### config.mk
export PLATFORM = sky130hd
export DESIGN_NAME = pcl_pwm_ctrl
export DESIGN_NICKNAME = d
export VERILOG_FILES = /design/src/verilog/pcl_pwm_ctrl.v /design/src/verilog/pcl_cycle_sel.v
export VERILOG_INCLUDE_DIRS = /design/src /design/src/verilog
export SDC_FILE = /design/constraint.sdc
export NUM_CORES = 1
export LEC_CHECK = 0
export ABC_AREA = 1
export BUFFER_PORTS_ARGS = -buffer_cell sky130_fd_sc_hd__clkbuf_2
export CAP_MARGIN = 5
export CORE_AREA = 2 2 151 153
export CTS_CLUSTER_DIAMETER = 100
export CTS_CLUSTER_SIZE = 20
export DETAILED_ROUTE_END_ITERATION = 10
export DIE_AREA = 0 0 153 155
export HOLD_SLACK_MARGIN = 0.12
export PLACE_DENSITY = 0.57
export RECOVER_POWER = 25
export REMOVE_ABC_BUFFERS = 1
export SYNTH_ARGS = -nofsm -noshare
export SYNTH_HDL_FRONTEND = slang
export SYNTH_SLANG_ARGS = --single-unit
### constraint.sdc
create_clock -name ref_clk -period 2 [get_ports ref_clk]
set_input_delay 0 -clock ref_clk [delete_from_list [all_inputs] [get_ports ref_clk]]
set_output_delay 0 -clock ref_clk [all_outputs]
set_load 0.02 [all_outputs]
### src/verilog/pcl_consts.vh
// register map, field positions and reset values of the pwm cycle control
`ifndef PCL_CONSTS_VH
`define PCL_CONSTS_VH

// ****************************************************************
// register addresses
// ****************************************************************
`define PCL_CTRL_ADDR     8'h00
`define PCL_MODE_ADDR     8'h01
`define PCL_CMP_BASE      8'h10

// ****************************************************************
// control register fields
// ****************************************************************
`define PCL_RSEL_BIT      7
`define PCL_IRQEN_BIT     6
`define PCL_CYCLE_OVERFLOW_FLAG_BIT      5
`define PCL_UNUSED_BIT    4
`define PCL_WRLD_BIT      3
`define PCL_CYCLE_LENGTH_SELECT_MSB     2
`define PCL_CYCLE_LENGTH_SELECT_LSB     0

// ****************************************************************
// reset values and counts
// ****************************************************************
`define PCL_CTRL_RESET    8'h00
`define PCL_MODE_RESET    8'h00
`define PCL_CMP_RESET     16'h0000
`define PCL_CNT_RESET     16'h0000
`define PCL_CNT_MAX       16'hffff
`define PCL_LEN_BASE      5'h08

`endif

### src/verilog/pcl_pwm_ctrl.v
// shared pwm cycle length, cycle overflow and compare reload control
`timescale 1ns/1ps
`include "pcl_consts.vh"

//
// Contract
// - the overflow flag is set when the selected main counter bit overflows.
// - the cycle length select field picks the counter bit that sets the flag.
// - hardware or a written one sets the flag; only a written zero clears it.
// - the flag reads one after any overflow or written one since the last clear, else zero.
// - control bit 4 reads zero and writes to it are ignored.
// - with wide reload enabled, a counter overflow copies reload to compare.
// - wide reload enable acts on all channels in 16-bit pwm mode together.
// - with wide reload enable at zero no reload happens in 16-bit mode.
// - cycle length is the select field value plus eight bits.
// - the cycle length applies to all pwm channels not in 16-bit mode.
// - channels in 16-bit pwm mode ignore the cycle length select field.
// - the reload select bit steers compare accesses to the reload registers.
// - the overflow interrupt enable masks the flag onto the request.
// - a channel wide enable bit of one selects 16-bit pwm for that channel.
module pcl_pwm_ctrl #(
   parameter N_CH = 3
) (
   ref_clk,
   arst_n,
   count_tick,
   sfr_addr,
   sfr_wr,
   sfr_rd,
   sfr_wdata,
   sfr_rdata,
   main_counter,
   cycle_overflow_flag,
   cycle_overflow_irq,
   pwm_out
);
   input  wire            ref_clk;
   input  wire            arst_n;
   input  wire            count_tick;
   input  wire [7:0]      sfr_addr;
   input  wire            sfr_wr;
   input  wire            sfr_rd;
   input  wire [7:0]      sfr_wdata;
   output reg  [7:0]      sfr_rdata;
   output wire [15:0]     main_counter;
   output wire            cycle_overflow_flag;
   output wire            cycle_overflow_irq;
   output reg  [N_CH-1:0] pwm_out;

   // ****************************************************************
   // helpers
   // ****************************************************************
   function is_cmp_byte;
      input [7:0] addr;
      input integer ch;
      input       hi;
      reg   [7:0] want;
      begin
         // the base is even, so {ch, hi} is twice the channel plus hi
         want        = `PCL_CMP_BASE + {ch[6:0], hi};
         is_cmp_byte = (addr == want);
      end
   endfunction

   function masked_less;
      input [15:0] cnt;
      input [15:0] cmp;
      input [15:0] mask;
      begin
         masked_less = (cnt & mask) < (cmp & mask);
      end
   endfunction

   // ****************************************************************
   // state
   // ****************************************************************
   reg  [15:0]     counter_ff;
   reg             reload_select_ff;
   reg             irq_enable_ff;
   reg             overflow_ff;
   reg             wide_reload_ff;
   reg  [2:0]      cycle_len_ff;
   reg  [N_CH-1:0] wide_en_ff;
   reg  [15:0]     compare_ff [0:N_CH-1];
   reg  [15:0]     reload_ff  [0:N_CH-1];

   reg             nxt_overflow;
   reg  [7:0]      nxt_rdata;
   reg  [N_CH-1:0] cmp_lo_sel;
   reg  [N_CH-1:0] cmp_hi_sel;
   reg  [N_CH-1:0] reload_now;
   wire [15:0]     cycle_mask;
   wire            cycle_wrap;
   wire            main_wrap;
   wire            ctrl_sel;
   wire            mode_sel;
   wire            ctrl_wr;
   wire            mode_wr;
   wire [N_CH-1:0] cmp_lo_wr;
   wire [N_CH-1:0] cmp_hi_wr;
   wire [N_CH-1:0] rld_lo_wr;
   wire [N_CH-1:0] rld_hi_wr;
   wire [7:0]      ctrl_value;
   integer         i_dec;
   integer         i_rld;
   integer         i_cmp;
   integer         i_shd;
   integer         i_pwm;
   integer         i_rd;

   assign main_counter        = counter_ff;
   assign cycle_overflow_flag = overflow_ff;
   assign main_wrap  = count_tick & (counter_ff == `PCL_CNT_MAX);
   assign ctrl_sel   = (sfr_addr == `PCL_CTRL_ADDR);
   assign mode_sel   = (sfr_addr == `PCL_MODE_ADDR);
   assign ctrl_wr    = sfr_wr & ctrl_sel;
   assign mode_wr    = sfr_wr & mode_sel;
   assign cycle_overflow_irq = overflow_ff & irq_enable_ff;

   // bit 4 is left at zero here, so it always reads back as zero
   assign ctrl_value = {reload_select_ff, irq_enable_ff, overflow_ff,
                        1'b0, wide_reload_ff, cycle_len_ff};

   // ****************************************************************
   // address decode
   // ****************************************************************
   // decoded once and shared by the write and the read path, so the two
   // can never disagree about which byte an address names
   always @* begin
      cmp_lo_sel = {N_CH{1'b0}};
      cmp_hi_sel = {N_CH{1'b0}};
      for (i_dec = 0; i_dec < N_CH; i_dec = i_dec + 1) begin
         cmp_lo_sel[i_dec] = is_cmp_byte(sfr_addr, i_dec, 1'b0);
         cmp_hi_sel[i_dec] = is_cmp_byte(sfr_addr, i_dec, 1'b1);
      end
   end

   // the reload select bit steers a write to one side only
   assign cmp_lo_wr = cmp_lo_sel & {N_CH{sfr_wr & ~reload_select_ff}};
   assign cmp_hi_wr = cmp_hi_sel & {N_CH{sfr_wr & ~reload_select_ff}};
   assign rld_lo_wr = cmp_lo_sel & {N_CH{sfr_wr & reload_select_ff}};
   assign rld_hi_wr = cmp_hi_sel & {N_CH{sfr_wr & reload_select_ff}};

   // ****************************************************************
   // cycle length selection
   // ****************************************************************
   pcl_cycle_sel u_cycle_sel (
      .count      (counter_ff),
      .count_tick (count_tick),
      .cycle_length_select      (cycle_len_ff),
      .cycle_mask (cycle_mask),
      .cycle_wrap (cycle_wrap)
   );

   // ****************************************************************
   // main counter
   // ****************************************************************
   always @(posedge ref_clk or negedge arst_n) begin
      if (!arst_n) begin
         counter_ff <= `PCL_CNT_RESET;
      end else if (count_tick) begin
         counter_ff <= counter_ff + 16'h0001;
      end
   end

   // ****************************************************************
   // control register
   // ****************************************************************
   always @* begin
      nxt_overflow = overflow_ff;
      if (ctrl_wr) begin
         nxt_overflow = sfr_wdata[`PCL_CYCLE_OVERFLOW_FLAG_BIT];
      end
      // an overflow in the same cycle as a clearing write still sticks
      if (cycle_wrap) begin
         nxt_overflow = 1'b1;
      end
   end

   always @(posedge ref_clk or negedge arst_n) begin
      if (!arst_n) begin
         reload_select_ff <= 1'b0;
         irq_enable_ff    <= 1'b0;
         overflow_ff      <= 1'b0;
         wide_reload_ff   <= 1'b0;
         cycle_len_ff     <= 3'h0;
         wide_en_ff       <= {N_CH{1'b0}};
      end else begin
         overflow_ff <= nxt_overflow;
         if (ctrl_wr) begin
            reload_select_ff <= sfr_wdata[`PCL_RSEL_BIT];
            irq_enable_ff    <= sfr_wdata[`PCL_IRQEN_BIT];
            wide_reload_ff   <= sfr_wdata[`PCL_WRLD_BIT];
            cycle_len_ff     <= sfr_wdata[`PCL_CYCLE_LENGTH_SELECT_MSB:`PCL_CYCLE_LENGTH_SELECT_LSB];
         end
         if (mode_wr) begin
            wide_en_ff <= sfr_wdata[N_CH-1:0];
         end
      end
   end

   // ****************************************************************
   // compare and reload registers
   // ****************************************************************
   // 8 bit pwm has no reload, so its compare value acts as written
   always @* begin
      reload_now = {N_CH{1'b0}};
      for (i_rld = 0; i_rld < N_CH; i_rld = i_rld + 1) begin
         if (wide_en_ff[i_rld]) begin
            // one enable for every wide channel; off means no copy
            if (wide_reload_ff) begin
               reload_now[i_rld] = main_wrap;
            end
         end else if (cycle_len_ff != 3'h0) begin
            // 9 to 15 bit pwm takes its new value at each cycle end
            reload_now[i_rld] = cycle_wrap;
         end
      end
   end

   // a software write to a compare byte lands after the reload copy in
   // the same cycle, so the written byte wins over the automatic copy
   always @(posedge ref_clk or negedge arst_n) begin
      if (!arst_n) begin
         for (i_cmp = 0; i_cmp < N_CH; i_cmp = i_cmp + 1) begin
            compare_ff[i_cmp] <= `PCL_CMP_RESET;
         end
      end else begin
         for (i_cmp = 0; i_cmp < N_CH; i_cmp = i_cmp + 1) begin
            if (reload_now[i_cmp]) begin
               compare_ff[i_cmp] <= reload_ff[i_cmp];
            end
            if (cmp_lo_wr[i_cmp]) begin
               compare_ff[i_cmp][7:0] <= sfr_wdata;
            end
            if (cmp_hi_wr[i_cmp]) begin
               compare_ff[i_cmp][15:8] <= sfr_wdata;
            end
         end
      end
   end

   // the reload side is written by software only
   always @(posedge ref_clk or negedge arst_n) begin
      if (!arst_n) begin
         for (i_shd = 0; i_shd < N_CH; i_shd = i_shd + 1) begin
            reload_ff[i_shd] <= `PCL_CMP_RESET;
         end
      end else begin
         for (i_shd = 0; i_shd < N_CH; i_shd = i_shd + 1) begin
            if (rld_lo_wr[i_shd]) begin
               reload_ff[i_shd][7:0] <= sfr_wdata;
            end
            if (rld_hi_wr[i_shd]) begin
               reload_ff[i_shd][15:8] <= sfr_wdata;
            end
         end
      end
   end

   // ****************************************************************
   // pwm outputs
   // ****************************************************************
   always @(posedge ref_clk or negedge arst_n) begin
      if (!arst_n) begin
         pwm_out <= {N_CH{1'b0}};
      end else begin
         for (i_pwm = 0; i_pwm < N_CH; i_pwm = i_pwm + 1) begin
            if (wide_en_ff[i_pwm]) begin
               // full counter width, cycle length field not consulted
               pwm_out[i_pwm] <= counter_ff < compare_ff[i_pwm];
            end else begin
               pwm_out[i_pwm] <= masked_less(counter_ff,
                                             compare_ff[i_pwm],
                                             cycle_mask);
            end
         end
      end
   end

   // ****************************************************************
   // register read
   // ****************************************************************
   always @* begin
      nxt_rdata = 8'h00;
      if (ctrl_sel) begin
         nxt_rdata = ctrl_value;
      end else if (mode_sel) begin
         nxt_rdata[N_CH-1:0] = wide_en_ff;
      end
      for (i_rd = 0; i_rd < N_CH; i_rd = i_rd + 1) begin
         if (cmp_lo_sel[i_rd]) begin
            nxt_rdata = reload_select_ff ? reload_ff[i_rd][7:0]
                                         : compare_ff[i_rd][7:0];
         end
         if (cmp_hi_sel[i_rd]) begin
            nxt_rdata = reload_select_ff ? reload_ff[i_rd][15:8]
                                         : compare_ff[i_rd][15:8];
         end
      end
   end

   always @(posedge ref_clk or negedge arst_n) begin
      if (!arst_n) begin
         sfr_rdata <= 8'h00;
      end else if (sfr_rd) begin
         sfr_rdata <= nxt_rdata;
      end
   end

endmodule // pcl_pwm_ctrl

### src/verilog/pcl_cycle_sel.v
// cycle length mask and selected counter bit wrap detection
`timescale 1ns/1ps
`include "pcl_consts.vh"

module pcl_cycle_sel (
   count,
   count_tick,
   cycle_length_select,
   cycle_mask,
   cycle_wrap
);
   input  wire [15:0] count;
   input  wire        count_tick;
   input  wire [2:0]  cycle_length_select;
   output wire [15:0] cycle_mask;
   output wire        cycle_wrap;

   wire [4:0] len;

   // code 000 gives 8 bits, code 111 gives 15 bits
   assign len        = {2'h0, cycle_length_select} + `PCL_LEN_BASE;
   assign cycle_mask = ~(`PCL_CNT_MAX << len);
   // the low field wraps from all ones to zero on this tick
   assign cycle_wrap = count_tick &
                       ((count & cycle_mask) == cycle_mask);

endmodule // pcl_cycle_sel

==> results.cfg <==
[global_route]
grt_usage = 0.244
grt_max_degree = 51
antenna_found_initial = 0
grt_pass1_vias = 7774
grt-ovfl-total = 0
grt_pass1_wl_um = 44200

[placed_design]
place_congestion = 0.934
dp_hpwl_um = 21200
io_buffer_count = 49

[critical_path]
max_stage_delay_ns = 0.44
endpoint_kind = flop
cp_common_cell = nand2_1
reg2reg_depth = 11
timing.rr.start = cycle_len_ff[2]
worst_setup_path_start_kind = flop
path_cells = buf_4 > nor2_4 > nand2_4 > nand2_1 > nand2_1 > nor2_4 > nand4_4 > nand3_2 > nand2_1 > o21ai_0 > inv_1
setup.worst_path.class = reg2reg
crit_arrival_ns = 2.24
rrSetupSlack_ns = 0.09
crit_fanout = 10
r2r_end = compare_ff[36]
cpMaxStageDelayCell = dfrtp_2
worstPathRequired_ns = 2.33

[route]
drcViolationCount = 0
vias = 8244
ant_nets = 0
post_drt_wl_per_cell_um = 17.7
drtPass1Iterations = 8
wirelength_um = 28300
drt_iter0_drc = 670
vias_per_cell = 5.16

[sta]
clock.fmax_mhz = 523
drv_slew = 0
hold_viol = 0
fin_crit_sh = 0.956
finalSetupViolations = 0
fin_skew_ns = 0.0143
whs_ns = 0.196
tightest_slew_ns = 1.15
rsz0062_at_grt = yes
period_needed_ns = 1.91
max_slew_margin = 0.236

[yosys]
yosysUniqueCellTypes = 33
synth_compound_area_frac = 0.114
ys_seq_elements = 133
yosysTopAreaCellShare = 0.384
syn_area_um2 = 8670
yosysSeqAreaShare = 0.384
avgSynthCellArea_um2 = 7.22
synthFlopType = dfrtp_1
synth_fa_ha_area_frac = 0.0924
synth_warnings = 0
yosysMostFrequentCell = nand2_1
synth_top_family_by_area = simple AND/OR/NAND/NOR gates
yosys-top-cells-count = 379 x nand2_1, 146 x inv_1, 134 x o21ai_0
async_flop_share = 1.00
synth-simple-area-share = 0.314
synth_top_area_cell = dfrtp_1
synth_xor_area_frac = 0.0121
muxShareOfSynthArea = 0
ys_top_cells_by_area = dfrtp_1 38%, nand2_1 16%, ha_1 9.2%
synth_cells = 1201
synth_edf_count = 0

[die]
start_util = 0.390
core-area_um2 = 22200
num_io_pins = 50
die_area_um2 = 23700
rows = 55
die_h_um = 155
chipWidth_um = 153

[cts]
cts_tree = done
clock_latency_ns = 0.44
numCtsBuffers = 17
clock_path_buffers = 2
cts.sinks = 133
clkTransAtPathRegs_ns = 0.07
cts_htree_levels = 4
cts.root.buffer_cell = clkbuf_16

[flow_run]
maxCapViolCount = 0

[final_layout]
diodes = 0
finish.utilization = 0.461
drive_gt1_frac = 0.120
area_growth_pct = 18.3
num-nets-final = 1384

[min_path]
hold-path-endpoint = compare_ff[28]
worstHoldPathCells = 7
worstHoldStart = sfr_addr[0]
hold_path_class = in2reg

[pwr]
peakVddDrop_v = 0.000650
leakage_nw = 5.06
power_per_cell_area_nw_per_um2 = 737

[run_status]
outcome = completed
stage by stage:
stage	instances	area, um2	setup WS (ns)	power, mW	TNS, ns
global placement	1550	9520	0.0795	4.54	0
detailed placement	1550	9520	0.0410	4.57	0
finish	1597	10300	0.0882	7.56	0
global route	1597	10300	-0.0182	7.95	-0.0734
CTS	1595	10200	0.0108	7.61	0
floorplan	1169	8520	-0.894	3.86	-40.94
worst max-delay path: cells and delay by family (launching register included):
kind,cells,cell delay [ns]
AND/OR/NAND/NOR,8,1.07
flip-flops,1,0.44
buffers and inverters,2,0.22
AO/OA/AOI/OAI,1,0.09
layout by cell type (no fill, tap or decap), types with 7 or more instances in the layout:
master,instances
nand2_1,377
inv_1,146
o21ai_0,134
dfrtp_1,129
nand3_1,90
nor2_1,71
ha_1,64
buf_4,43
a21oi_1,31
nand4_1,29
clkbuf_2,29
clkbuf_1,20
clkbuf_16,17
dlygate4sd3_1,13
nor3_1,10
nand2_2,9
xor2_1,8
nand3_2,7
o211ai_1,7
report_power, final:
group	total, mW	internal (mW)	switching (mW)
clock	3.03	1.65	1.38
sequential	2.95	2.84	0.109
combinational	1.58	0.559	1.02
worst max path at each step:
| stage | startpoint | end | slack (ns) | cells after the start |
|---|---|---|---|---|
| after CTS | main_counter[0] | compare_ff[29] | 0.01 | 10 |
| final | cycle_len_ff[2] | compare_ff[36] | 0.09 | 11 |
| after detailed placement | main_counter[0] | compare_ff[29] | 0.04 | 10 |
| after global placement | main_counter[0] | compare_ff[41] | 0.08 | 10 |
| after floorplan | reload_select_ff | compare_ff[2] | -0.89 | 8 |
| after global routing | cycle_len_ff[2] | compare_ff[36] | -0.02 | 11 |
registers in the layout, summed over array words and instances (netlist names):
name,cells
wide_reload_ff,1
cycle_overflow_flag,1
sfr_rdata,8
compare_ff,48
reload_ff,48
wide_en_ff,3
irq_enable_ff,1
cycle_len_ff,3
main_counter,16
reload_select_ff,1
pwm_out,3
cell families (layout without fill, tap and decap cells):
group	count (synthesis)	count (layout)
AO/OA/AOI/OAI	188	188
XOR/XNOR	12	12
adder cells (fa/ha/maj)	64	64
buffers and inverters	186	296
flip-flops	133	133
AND/OR/NAND/NOR	618	619
routing by layer:
metal  up-vias  wire (um)  global-route usage
met5         -          0                   0
met4         0       1060              0.0952
met3        58       1200              0.0412
met2       225      12700               0.388
met1      3860      13300               0.334
li1       4101          -                   -
layout make-up:
| class | instances | area [um2] |
|---|---|---|
| clock buffers | 18 | 439 |
| clock inverters | 14 | 118 |
| flip-flops and latches | 133 | 3330 |
| multi-input cells | 883 | 4670 |
| inverters | 154 | 582 |
| fillers | 2266 | 12000 |
| repair buffers | 110 | 749 |
| well taps | 285 | 357 |
repair_timing:
| action | CTS | global route |
|---|---|---|
| endpoints found under the hold margin | 176 | 0 |
| buffers inserted | 0 | 1 |
| hold buffers | 13 | 0 |
| resized for setup | 0 | 16 |
| setup endpoints to repair | 0 | 47 |
Note: power is estimated with default switching activity, not from simulation.
